`src/core/rpu_cfg.svh`:
```
// Constants for the region protection unit: selectors, fields, resets, codes
`ifndef RPU_CFG_SVH
`define RPU_CFG_SVH

// Coprocessor register selectors
`define RPU_SEL_CTRL      4'h0
`define RPU_SEL_DCACHE    4'h1
`define RPU_SEL_ICACHE    4'h2
`define RPU_SEL_BUFFER    4'h3
`define RPU_SEL_DAP_STD   4'h4
`define RPU_SEL_IAP_STD   4'h5
`define RPU_SEL_DAP_EXT   4'h6
`define RPU_SEL_IAP_EXT   4'h7
`define RPU_SEL_DFSR      4'h8
`define RPU_SEL_IFSR      4'h9
`define RPU_SEL_DFAR      4'ha
`define RPU_SEL_IFAR      4'hb
`define RPU_SEL_REGION    4'hc
`define RPU_SEL_DBG_OVR   4'hd

// Control register fields
`define RPU_CTRL_PROT_EN  0
`define RPU_CTRL_ALIGN_EN 1
`define RPU_CTRL_DC_EN    2
`define RPU_CTRL_IC_EN    12
`define RPU_CTRL_RESET    32'h0000_0000

// Debug override register
`define RPU_DBG_IMP_EN    0
`define RPU_DBG_RESET     32'h0000_0001

// Region descriptor fields
`define RPU_DESC_BASE_HI  31
`define RPU_DESC_BASE_LO  12
`define RPU_DESC_SIZE_HI  5
`define RPU_DESC_SIZE_LO  1
`define RPU_DESC_EN       0
`define RPU_DESC_MASK     32'hffff_f03f

// Fault status fields
`define RPU_FSR_EXTRA     10
`define RPU_FSR_REG_HI    7
`define RPU_FSR_REG_LO    4

// Fault codes
`define RPU_FC_IMPRECISE  4'h6
`define RPU_FC_ALIGN      4'h1
`define RPU_FC_MISS       4'h0
`define RPU_FC_PERM       4'hd
`define RPU_FC_PRECISE    4'h8
`define RPU_FC_DEBUG      4'h2

`define RPU_NUM_REGIONS   8

`endif

```
`src/core/rpu_pkg.sv`:
```
// Types shared by the region protection unit modules
`include "rpu_cfg.svh"

package rpu_pkg;

   typedef logic [31:0] rpu_word_t;
   typedef logic [2:0]  rpu_region_t;

   typedef enum logic [3:0] {
      RPU_FLT_MISS      = `RPU_FC_MISS,
      RPU_FLT_ALIGN     = `RPU_FC_ALIGN,
      RPU_FLT_DEBUG     = `RPU_FC_DEBUG,
      RPU_FLT_IMPRECISE = `RPU_FC_IMPRECISE,
      RPU_FLT_PRECISE   = `RPU_FC_PRECISE,
      RPU_FLT_PERM      = `RPU_FC_PERM
   } rpu_fault_t;

endpackage : rpu_pkg

```
`src/core/rpu_lookup_if.sv`:
```
// Lookup carrier between the register file and the region matcher
`timescale 1ns/1ps
`include "rpu_cfg.svh"

interface rpu_lookup_if;
   import rpu_pkg::*;

   rpu_word_t   addr;
   rpu_word_t   desc [`RPU_NUM_REGIONS];
   logic        hit;
   rpu_region_t num;

   modport lookup (input addr, input desc, output hit, output num);
   modport user   (output addr, output desc, input hit, input num);
endinterface : rpu_lookup_if

```
`src/core/rpu_region_match.sv`:
```
// Region matcher: finds the highest enabled region holding an address
`timescale 1ns/1ps
`include "rpu_cfg.svh"

module rpu_region_match
   import rpu_pkg::*;
(
   // Lookup request and result
   rpu_lookup_if.lookup lk
);

   // Compare only base bits above the region size
   function automatic logic rpu_hit(input rpu_word_t d, input rpu_word_t a);
      logic       ok;
      logic [4:0] sz;
      ok = d[`RPU_DESC_EN]; // RL4
      sz = d[`RPU_DESC_SIZE_HI:`RPU_DESC_SIZE_LO]; // RL3
      for (int b = `RPU_DESC_BASE_LO; b <= `RPU_DESC_BASE_HI; b++)
      begin
         // Sizes below 4KB still compare every base bit
         if (b > int'(sz) && d[b] != a[b])
         begin
            ok = 1'b0; // RL26
         end
      end
      return ok;
   endfunction : rpu_hit

   always_comb
   begin
      lk.hit = 1'b0;
      lk.num = 3'h0;
      // Ascending scan, so the last match is the highest number
      for (int i = 0; i < `RPU_NUM_REGIONS; i++)
      begin
         if (rpu_hit(lk.desc[i], lk.addr))
         begin
            lk.hit = 1'b1;
            lk.num = 3'(i); // RL13
         end
      end
   end

endmodule : rpu_region_match

```
`src/core/rpu_region_protection_unit.sv`:
```
// Region protection unit: region checks, attributes and fault recording
`timescale 1ns/1ps
`include "rpu_cfg.svh"

// Operation
// RL1: Protection unit is used only while the select strap is held low.
// RL2: Software aligns each region base to its size; misalignment undefined.
// RL3: Each descriptor has a five-bit size field, 4KB up to 4GB.
// RL4: Descriptor bit 0 enables the region; disabled regions never match.
// RL5: Extended format keeps four-bit data and instruction permissions.
// RL6: Standard format keeps two-bit permission shared by data and fetch; the unit keeps separate data and instruction standard views.
// RL7: Failed permission check gives data abort or prefetch abort.
// RL8: Bufferable bit affects data accesses only, never fetches.
// RL9: Separate data and instruction cachable bits, each for its type.
// RL10: Control bit enables region checking; clear means no checks.
// RL11: Protection off: fetches cachable exactly when instruction cache on.
// RL12: Protection off: data noncachable and nonbufferable always.
// RL13: Highest-numbered matching region supplies the attributes.
// RL14: Address in no enabled region aborts as a region miss.
// RL15: Priority: imprecise, alignment, miss, then following codes.
// RL16: Then permission, precise external, debug lowest; extra bit clear.
// RL17: Imprecise abort records the address of its attached access.
// RL18: Region field invalid for imprecise, alignment and miss faults.
// RL19: Alignment faults only for data, gated, work with protection off.
// RL20: Miss and permission faults apply to data and fetches.
// RL21: Precise aborts always; imprecise only when enable bit set.
// RL22: Each fault writes matching status and address registers.
// RL23: Status bits 7 to 4 hold the faulting region number.
// RL24: Descriptor base in bits 31 to 12, size in 5 to 1.
// RL25: Control bit 0 enables protection, bit 1 alignment checks.
// RL26: Size value N means a region of two to N plus one bytes.
// RL27: Lookup and check finish in the access stage before side effects.
module rpu_region_protection_unit
   import rpu_pkg::*;
(
   // Clock and reset
   input  wire logic        mclk,
   input  wire logic        rst,
   // Static configuration strap
   input  wire logic        translation_or_protection_select,
   // Access from the integer unit
   input  wire logic        acc_valid,
   input  wire logic        acc_instr,
   input  wire logic        acc_write,
   input  wire logic        acc_priv,
   input  wire logic [1:0]  acc_size,
   input  wire logic [31:0] modified_virtual_address,
   // External abort and debug events
   input  wire logic        ext_precise_abort,
   input  wire logic        ext_imprecise_abort,
   input  wire logic        debug_hit,
   // Coprocessor register port
   input  wire logic        cp_wr,
   input  wire logic [3:0]  cp_sel,
   input  wire logic [2:0]  cp_idx,
   input  wire logic [31:0] cp_wdata,
   output logic      [31:0] cp_rdata,
   // Access results
   output logic             prot_active,
   output logic             acc_done,
   output logic             data_abort,
   output logic             prefetch_abort,
   output logic             acc_cachable,
   output logic             acc_bufferable
);

   // Permission decode shared by data and fetch paths
   function automatic logic rpu_perm_ok(input logic [3:0] ap,
                                        input logic       priv,
                                        input logic       wr);
      logic ok;
      case (ap)
         4'h1:    ok = priv;
         4'h2:    ok = priv | ~wr;
         4'h3:    ok = 1'b1;
         4'h5:    ok = priv & ~wr;
         4'h6:    ok = ~wr;
         default: ok = 1'b0;
      endcase
      return ok;
   endfunction : rpu_perm_ok

   // Misalignment for word and halfword data
   function automatic logic rpu_misaligned(input logic [1:0] size,
                                           input logic [1:0] a);
      logic m;
      case (size)
         2'h1:    m = a[0];
         2'h2:    m = a != 2'h0;
         default: m = 1'b0;
      endcase
      return m;
   endfunction : rpu_misaligned

   // Programmable state
   rpu_word_t   ctrl;
   rpu_word_t   dbg_ovr;
   logic [7:0]  dcache_cfg;
   logic [7:0]  icache_cfg;
   logic [7:0]  buffer_cfg;
   rpu_word_t   data_ap;
   rpu_word_t   instr_ap;
   rpu_word_t   data_fsr;
   rpu_word_t   instr_fsr;
   rpu_word_t   data_fault_addr;
   rpu_word_t   instr_fault_addr;
   rpu_word_t   region_descriptor [`RPU_NUM_REGIONS];

   rpu_word_t   next_ctrl;
   rpu_word_t   next_dbg_ovr;
   logic [7:0]  next_dcache_cfg;
   logic [7:0]  next_icache_cfg;
   logic [7:0]  next_buffer_cfg;
   rpu_word_t   next_data_ap;
   rpu_word_t   next_instr_ap;
   rpu_word_t   next_data_fsr;
   rpu_word_t   next_instr_fsr;
   rpu_word_t   next_data_fault_addr;
   rpu_word_t   next_instr_fault_addr;
   rpu_word_t   next_region_descriptor [`RPU_NUM_REGIONS];
   rpu_word_t   next_cp_rdata;
   logic        next_prot_active;
   logic        next_acc_done;
   logic        next_data_abort;
   logic        next_prefetch_abort;
   logic        next_acc_cachable;
   logic        next_acc_bufferable;

   // Access check terms
   logic        prot_on;
   logic [3:0]  ap;
   logic        f_imp;
   logic        f_align;
   logic        f_miss;
   logic        f_perm;
   logic        fault;
   rpu_fault_t  code;
   logic        extra;
   logic        reg_valid;
   rpu_word_t   fsr_val;

   rpu_lookup_if lk ();

   assign lk.addr = modified_virtual_address;
   assign lk.desc = region_descriptor;

   rpu_region_match u_match
   (
      .lk (lk) // RL26
   );

   // Fault detection and priority, all within the access cycle
   always_comb
   begin
      prot_on = prot_active & ctrl[`RPU_CTRL_PROT_EN]; // RL1 RL10 RL25
      ap = acc_instr ? instr_ap[{lk.num, 2'b00} +: 4]
                     : data_ap[{lk.num, 2'b00} +: 4]; // RL5 RL13
      // Imprecise aborts ride on a data access only
      f_imp = ext_imprecise_abort & ~acc_instr &
              dbg_ovr[`RPU_DBG_IMP_EN]; // RL21
      f_align = ~acc_instr & ctrl[`RPU_CTRL_ALIGN_EN] &
                rpu_misaligned(acc_size,
                   modified_virtual_address[1:0]); // RL19 RL25
      f_miss = prot_on & ~lk.hit; // RL14 RL20
      f_perm = prot_on & lk.hit &
               ~rpu_perm_ok(ap, acc_priv, acc_write); // RL7 RL20
      extra = 1'b0;
      reg_valid = 1'b1;
      if (f_imp)
      begin
         code = RPU_FLT_IMPRECISE; // RL15
         extra = 1'b1;
         reg_valid = 1'b0; // RL18
      end
      else if (f_align)
      begin
         code = RPU_FLT_ALIGN; // RL15
         reg_valid = 1'b0; // RL18
      end
      else if (f_miss)
      begin
         code = RPU_FLT_MISS; // RL15
         reg_valid = 1'b0; // RL18
      end
      else if (f_perm)
      begin
         code = RPU_FLT_PERM; // RL16
      end
      else if (ext_precise_abort)
      begin
         code = RPU_FLT_PRECISE; // RL16 RL21
      end
      else
      begin
         code = RPU_FLT_DEBUG; // RL16
      end
      fault = acc_valid & prot_active &
              (f_imp | f_align | f_miss | f_perm |
               ext_precise_abort | debug_hit); // RL27
      fsr_val = '0;
      fsr_val[`RPU_FSR_EXTRA] = extra;
      fsr_val[`RPU_FSR_REG_HI:`RPU_FSR_REG_LO] =
         reg_valid ? {1'b0, lk.num} : 4'h0; // RL23
      fsr_val[3:0] = code;
   end

   // Register writes, fault capture and results
   always_comb
   begin
      next_ctrl = ctrl;
      next_dbg_ovr = dbg_ovr;
      next_dcache_cfg = dcache_cfg;
      next_icache_cfg = icache_cfg;
      next_buffer_cfg = buffer_cfg;
      next_data_ap = data_ap;
      next_instr_ap = instr_ap;
      next_data_fsr = data_fsr;
      next_instr_fsr = instr_fsr;
      next_data_fault_addr = data_fault_addr;
      next_instr_fault_addr = instr_fault_addr;
      next_region_descriptor = region_descriptor;
      if (cp_wr)
      begin
         case (cp_sel)
            `RPU_SEL_CTRL:    next_ctrl = cp_wdata;
            `RPU_SEL_DBG_OVR: next_dbg_ovr = cp_wdata;
            `RPU_SEL_DCACHE:  next_dcache_cfg = cp_wdata[7:0];
            `RPU_SEL_ICACHE:  next_icache_cfg = cp_wdata[7:0];
            `RPU_SEL_BUFFER:  next_buffer_cfg = cp_wdata[7:0];
            `RPU_SEL_DAP_EXT: next_data_ap = cp_wdata;
            `RPU_SEL_IAP_EXT: next_instr_ap = cp_wdata;
            `RPU_SEL_DAP_STD:
            begin
               for (int i = 0; i < `RPU_NUM_REGIONS; i++)
               begin
                  next_data_ap[i*4 +: 4] = {2'b00, cp_wdata[i*2 +: 2]};
               end
            end
            `RPU_SEL_IAP_STD:
            begin
               for (int i = 0; i < `RPU_NUM_REGIONS; i++)
               begin
                  next_instr_ap[i*4 +: 4] = {2'b00, cp_wdata[i*2 +: 2]};
               end
            end
            `RPU_SEL_DFSR:    next_data_fsr = cp_wdata;
            `RPU_SEL_IFSR:    next_instr_fsr = cp_wdata;
            `RPU_SEL_DFAR:    next_data_fault_addr = cp_wdata;
            `RPU_SEL_IFAR:    next_instr_fault_addr = cp_wdata;
            `RPU_SEL_REGION:
               next_region_descriptor[cp_idx] =
                  cp_wdata & `RPU_DESC_MASK; // RL3 RL4 RL24
            default:          next_ctrl = ctrl;
         endcase
      end
      // A fault in the same cycle as a software write wins
      if (fault && acc_instr)
      begin
         next_instr_fsr = fsr_val; // RL22
         next_instr_fault_addr = modified_virtual_address; // RL22
      end
      else if (fault)
      begin
         next_data_fsr = fsr_val; // RL22
         next_data_fault_addr = modified_virtual_address; // RL17 RL22
      end

      next_prot_active = ~translation_or_protection_select; // RL1
      next_acc_done = acc_valid;
      next_data_abort = fault & ~acc_instr; // RL7
      next_prefetch_abort = fault & acc_instr; // RL7
      // Aborted accesses carry no attributes
      if (fault || !acc_valid || !prot_active)
      begin
         next_acc_cachable = 1'b0;
         next_acc_bufferable = 1'b0;
      end
      else if (!prot_on)
      begin
         next_acc_cachable = acc_instr & ctrl[`RPU_CTRL_IC_EN]; // RL11 RL12
         next_acc_bufferable = 1'b0; // RL12
      end
      else if (acc_instr)
      begin
         next_acc_cachable = ctrl[`RPU_CTRL_IC_EN] &
                             icache_cfg[lk.num]; // RL9
         next_acc_bufferable = 1'b0; // RL8
      end
      else
      begin
         next_acc_cachable = ctrl[`RPU_CTRL_DC_EN] &
                             dcache_cfg[lk.num]; // RL9
         next_acc_bufferable = buffer_cfg[lk.num]; // RL8
      end
   end

   // Read mux, one cycle behind the selector
   always_comb
   begin
      next_cp_rdata = '0;
      case (cp_sel)
         `RPU_SEL_CTRL:    next_cp_rdata = ctrl;
         `RPU_SEL_DBG_OVR: next_cp_rdata = dbg_ovr;
         `RPU_SEL_DCACHE:  next_cp_rdata = {24'h0, dcache_cfg};
         `RPU_SEL_ICACHE:  next_cp_rdata = {24'h0, icache_cfg};
         `RPU_SEL_BUFFER:  next_cp_rdata = {24'h0, buffer_cfg};
         `RPU_SEL_DAP_EXT: next_cp_rdata = data_ap;
         `RPU_SEL_IAP_EXT: next_cp_rdata = instr_ap;
         `RPU_SEL_DAP_STD:
         begin
            for (int i = 0; i < `RPU_NUM_REGIONS; i++)
            begin
               next_cp_rdata[i*2 +: 2] = data_ap[i*4 +: 2]; // RL6
            end
         end
         `RPU_SEL_IAP_STD:
         begin
            for (int i = 0; i < `RPU_NUM_REGIONS; i++)
            begin
               next_cp_rdata[i*2 +: 2] = instr_ap[i*4 +: 2]; // RL6
            end
         end
         `RPU_SEL_DFSR:    next_cp_rdata = data_fsr;
         `RPU_SEL_IFSR:    next_cp_rdata = instr_fsr;
         `RPU_SEL_DFAR:    next_cp_rdata = data_fault_addr;
         `RPU_SEL_IFAR:    next_cp_rdata = instr_fault_addr;
         `RPU_SEL_REGION:  next_cp_rdata = region_descriptor[cp_idx];
         default:          next_cp_rdata = '0;
      endcase
   end

   always_ff @(posedge mclk)
   begin
      if (rst)
      begin
         ctrl <= `RPU_CTRL_RESET;
         dbg_ovr <= `RPU_DBG_RESET; // RL21
         dcache_cfg <= 8'h00;
         icache_cfg <= 8'h00;
         buffer_cfg <= 8'h00;
         data_ap <= 32'h0000_0000;
         instr_ap <= 32'h0000_0000;
         data_fsr <= 32'h0000_0000;
         instr_fsr <= 32'h0000_0000;
         data_fault_addr <= 32'h0000_0000;
         instr_fault_addr <= 32'h0000_0000;
         for (int i = 0; i < `RPU_NUM_REGIONS; i++)
         begin
            region_descriptor[i] <= 32'h0000_0000;
         end
         cp_rdata <= 32'h0000_0000;
         prot_active <= 1'b0;
         acc_done <= 1'b0;
         data_abort <= 1'b0;
         prefetch_abort <= 1'b0;
         acc_cachable <= 1'b0;
         acc_bufferable <= 1'b0;
      end
      else
      begin
         ctrl <= next_ctrl;
         dbg_ovr <= next_dbg_ovr;
         dcache_cfg <= next_dcache_cfg;
         icache_cfg <= next_icache_cfg;
         buffer_cfg <= next_buffer_cfg;
         data_ap <= next_data_ap;
         instr_ap <= next_instr_ap;
         data_fsr <= next_data_fsr;
         instr_fsr <= next_instr_fsr;
         data_fault_addr <= next_data_fault_addr;
         instr_fault_addr <= next_instr_fault_addr;
         region_descriptor <= next_region_descriptor;
         cp_rdata <= next_cp_rdata;
         prot_active <= next_prot_active;
         acc_done <= next_acc_done;
         data_abort <= next_data_abort;
         prefetch_abort <= next_prefetch_abort;
         acc_cachable <= next_acc_cachable;
         acc_bufferable <= next_acc_bufferable;
      end
   end

endmodule : rpu_region_protection_unit

```
`config.mk`:
```
export PLATFORM = sky130hd
export DESIGN_NAME = rpu_region_protection_unit
export DESIGN_NICKNAME = d
export VERILOG_FILES = /design/src/core/rpu_pkg.sv /design/src/core/rpu_lookup_if.sv /design/src/core/rpu_region_match.sv /design/src/core/rpu_region_protection_unit.sv
export VERILOG_INCLUDE_DIRS = /design/src /design/src/core
export SDC_FILE = /design/constraint.sdc
export NUM_CORES = 2
export LEC_CHECK = 0
export BUFFER_PORTS_ARGS = -buffer_cell sky130_fd_sc_hd__buf_4
export CORE_ASPECT_RATIO = 1.4
export CORE_MARGIN = 10
export CORE_UTILIZATION = 40
export DETAILED_ROUTE_END_ITERATION = 12
export PLACE_DENSITY = 0.57
export SLEW_MARGIN = 30
export SYNTH_ARGS = -nofsm -noshare
export SYNTH_HDL_FRONTEND = slang
export SYNTH_SLANG_ARGS = --single-unit
```
`constraint.sdc`:
```
create_clock -name mclk -period 6.85 [get_ports mclk]
set_input_delay 0.685 -clock mclk [delete_from_list [all_inputs] [get_ports mclk]]
set_output_delay 0.685 -clock mclk [all_outputs]
set_load 0.02 [all_outputs]
```
==> results_dict.tcl <==
set metrics [dict create \
    status "finished clean" \
    num_rows 113 \
    layout_commonest_cell "nand2_1" \
    dp_hpwl_um 79950 \
    finalHoldViolations 0 \
    hold_class "in2reg" \
    ys_seq_area_share_pct 38.76 \
    rsz0062_at_grt "false" \
    crit_top_cell "buf_4" \
    p_per_area_mw_per_mm2 230.1 \
    synth_edf_count 0 \
    initial_core_util_pct 40.20 \
    cts-root-buf "clkbuf_16" \
    grt_first_pass_wirelength_um 169300 \
    cts.htree.levels 2 \
    drv_cap 0 \
    fin_skew_ps 36.79 \
    wl_per_cell_um 27.41 \
    stdcell_count 4261 \
    hold_slack_ps 160.8 \
    syn_area_mm2 0.02717 \
    max_slew.worst_pin.slew_ps 1005 \
    core_mm2 0.06758 \
    synth_ff_type "dfxtp_1" \
    cts.path.max_buffers 3 \
    fillers 6828 \
    portBuffers 121 \
    period_needed_ps 5429 \
    timing.setup.tns_ps 0 \
    yosysWarningCount 0 \
    track_usage_pct 28.57 \
    slew-limit-headroom_pct 32.90 \
    clock_latency_ps 670 \
    cts.repair.resized 0 \
    ir_drop_v 0.0001801 \
    drt_iter0_drc 2775 \
    path_max_fanout 30 \
    synth_seq_cells 526 \
    post-route-drc-count 0 \
    criticalPathCategory "reg2reg" \
    grt_pass1_vias 25050 \
    max_freq_mhz 184.2 \
    critPathSlowestCell "dfxtp_1" \
    dieWidth_um 240.3 \
    cts_setup_buffers 0 \
    vias 26480 \
    drt-total-wl_um 116800 \
    syn_area_per_cell_um2 7.848 \
    cts_buffers 54 \
    die_height_um 328.4 \
    synthesis.nets 3548 \
    cts_tree "yes" \
    overflow 0 \
    post_synth_num_cell_types 79 \
    clock-sinks 526 \
    post-route-period-util_pct 79.26 \
    seq_area_mm2 0.01053 \
    nets 3446 \
    final-setup-viol-count 0 \
    cpLargestDelayFamily "compound AO/OA/AOI/OAI gates" \
    start_kind "flip-flop" \
    critical_path_arrival_ps 5930 \
    ant_nets 0 \
    final_cell_mix "nand2_1 (834), dfxtp_1 (526), a21oi_1 (404)" \
    finalMaxSlewViolations 0 \
    worstPathRequired_ps 7350 \
    drive_above_1_share_pct 11.95 \
    die-area_mm2 0.07890 \
    path_clk_slew_ps 60 \
    postCtsHoldBufs 0 \
    syn_to_final_growth_pct 11.39 \
    path_buf_inv 3 \
    ys_async_sr_fraction_pct 0 \
    crit_chain "o211ai_1, a222oi_1, nand3_1, nor4_1, nand2_1, nand2_1, buf_4, or2_1, buf_4, a2111o_1, o21ai_0, o211ai_1, a2bb2oi_2, o21a_4, buf_4, mux2i_1, nor2_1" \
    gp_congestion 1.002 \
    grt_max_degree 163 \
    syn_inst 3462 \
    leakagePower_uw 0.01026 \
    cpPeakStageDelay_ps 680 \
    antenna_found_initial 4 \
    multiInputGateArea_mm2 0.01529 \
    dp.cells 4166 \
    end_kind "flip-flop" \
    first_pass_iters 7 \
    vias_per_cell 6.215 \
    io_pins 122 \
]
## final timing paths
check	from	to	slack [ps]	cells after the start
worst max-delay path	lk.desc[3]	data_fault_addr[21]	1420	17
worst min-delay path	translation_or_protection_select	prot_active	160	2
worst max register to register	lk.desc[3]	data_fault_addr[21]	1420	17
worst min register to register	data_fsr[16]	data_fsr[16]	450	2
## cells by family (layout without fill, tap and decap cells)
group | after synthesis | in the layout | synth area share, %
AND/OR/NAND/NOR | 1239 | 1239 | 18.97
AO/OA/AOI/OAI | 958 | 958 | 23.27
flip-flops | 526 | 526 | 38.76
buffers and inverters | 364 | 300 | 5.531
multiplexers | 211 | 211 | 8.119
XOR/XNOR | 160 | 160 | 5.185
adder cells (fa/ha/maj) | 4 | 4 | 0.1658
other | 0 | 1 | 0
## registers in the layout, indices dropped and copies added, names as in the netlist
name,count
data_abort,1
data_fault_addr,32
acc_bufferable,1
data_fsr,32
instr_ap,32
dbg_ovr,32
instr_fsr,32
prot_active,1
prefetch_abort,1
acc_done,1
buffer_cfg,8
ctrl,32
dcache_cfg,8
instr_fault_addr,32
cp_rdata,32
lk.desc,208
icache_cfg,8
data_ap,32
acc_cachable,1
## Yosys cell counts (11+ instances only)
master    number  area [um^2]
xor2_1        77        674.4
nor2_1       170        638.1
a21oi_2       20        175.2
a311oi_1      18        157.7
nand3_1       71        355.3
a21oi_1      404         2022
nand2_1      839         3149
nor3_1        24        120.1
dfxtp_1      526        10530
xnor2_1       82        718.2
nand4_1       37        231.5
and2_1        14        87.58
a211oi_1      32        240.2
o21ai_0       57        285.3
inv_1         27        101.4
buf_2         43        215.2
a22o_1        51        446.7
clkbuf_1     274         1028
mux2i_1      136         1361
a222oi_1      11        110.1
a221oi_1      68        595.6
mux2_2        75        844.6
a22oi_1      153         1149
and3_1        20        125.1
nand2b_1      13        81.33
a31oi_1       41        256.5
## per-stage QoR
step | setup WS [ps] | total power [uW] | util [%] | cell area, um^2
after detailed placement | 1215 | 3763 | 41.94 | 28350
after CTS | 1504 | 6979 | 44.76 | 30250
after floorplan | 2478 | 3516 | - | 27170
final | 1421 | 6965 | 44.78 | 30270
after global routing | 1009 | 7121 | 44.78 | 30270
after global placement | 1267 | 3762 | 41.92 | 28330
## cell type report
type                            instances  share of cell area [%]
Tap cell                              862                   3.564
Clock buffer                           74                   5.077
Multi-Input combinational cell       2572                   50.51
Antenna cell                            1                0.008268
Sequential cell                       526                   34.79
Inverter                               27                  0.3349
Timing Repair Buffer                  179                   4.506
Clock inverter                         20                   1.211
## layer usage
layer  GRT usage (%)  vias to the layer above  part of all wire [%]
met4           20.49                        4                   7.9
met2           48.47                     1393                    48
met3           4.442                      388                   7.7
met5               0                        -                 0.023
met1           32.17                    12700                    36
li1                -                    12000                     -
## where the power goes
| group | total (uW) | leakage [uW] | internal [uW] | switching (uW) |
|---|---|---|---|---|
| combinational | 580 | 0.00507 | 162 | 419 |
| clock | 3260 | 0.000940 | 1910 | 1350 |
| sequential | 3130 | 0.00425 | 3100 | 32.3 |
Note: power is estimated with default switching activity, not from simulation.
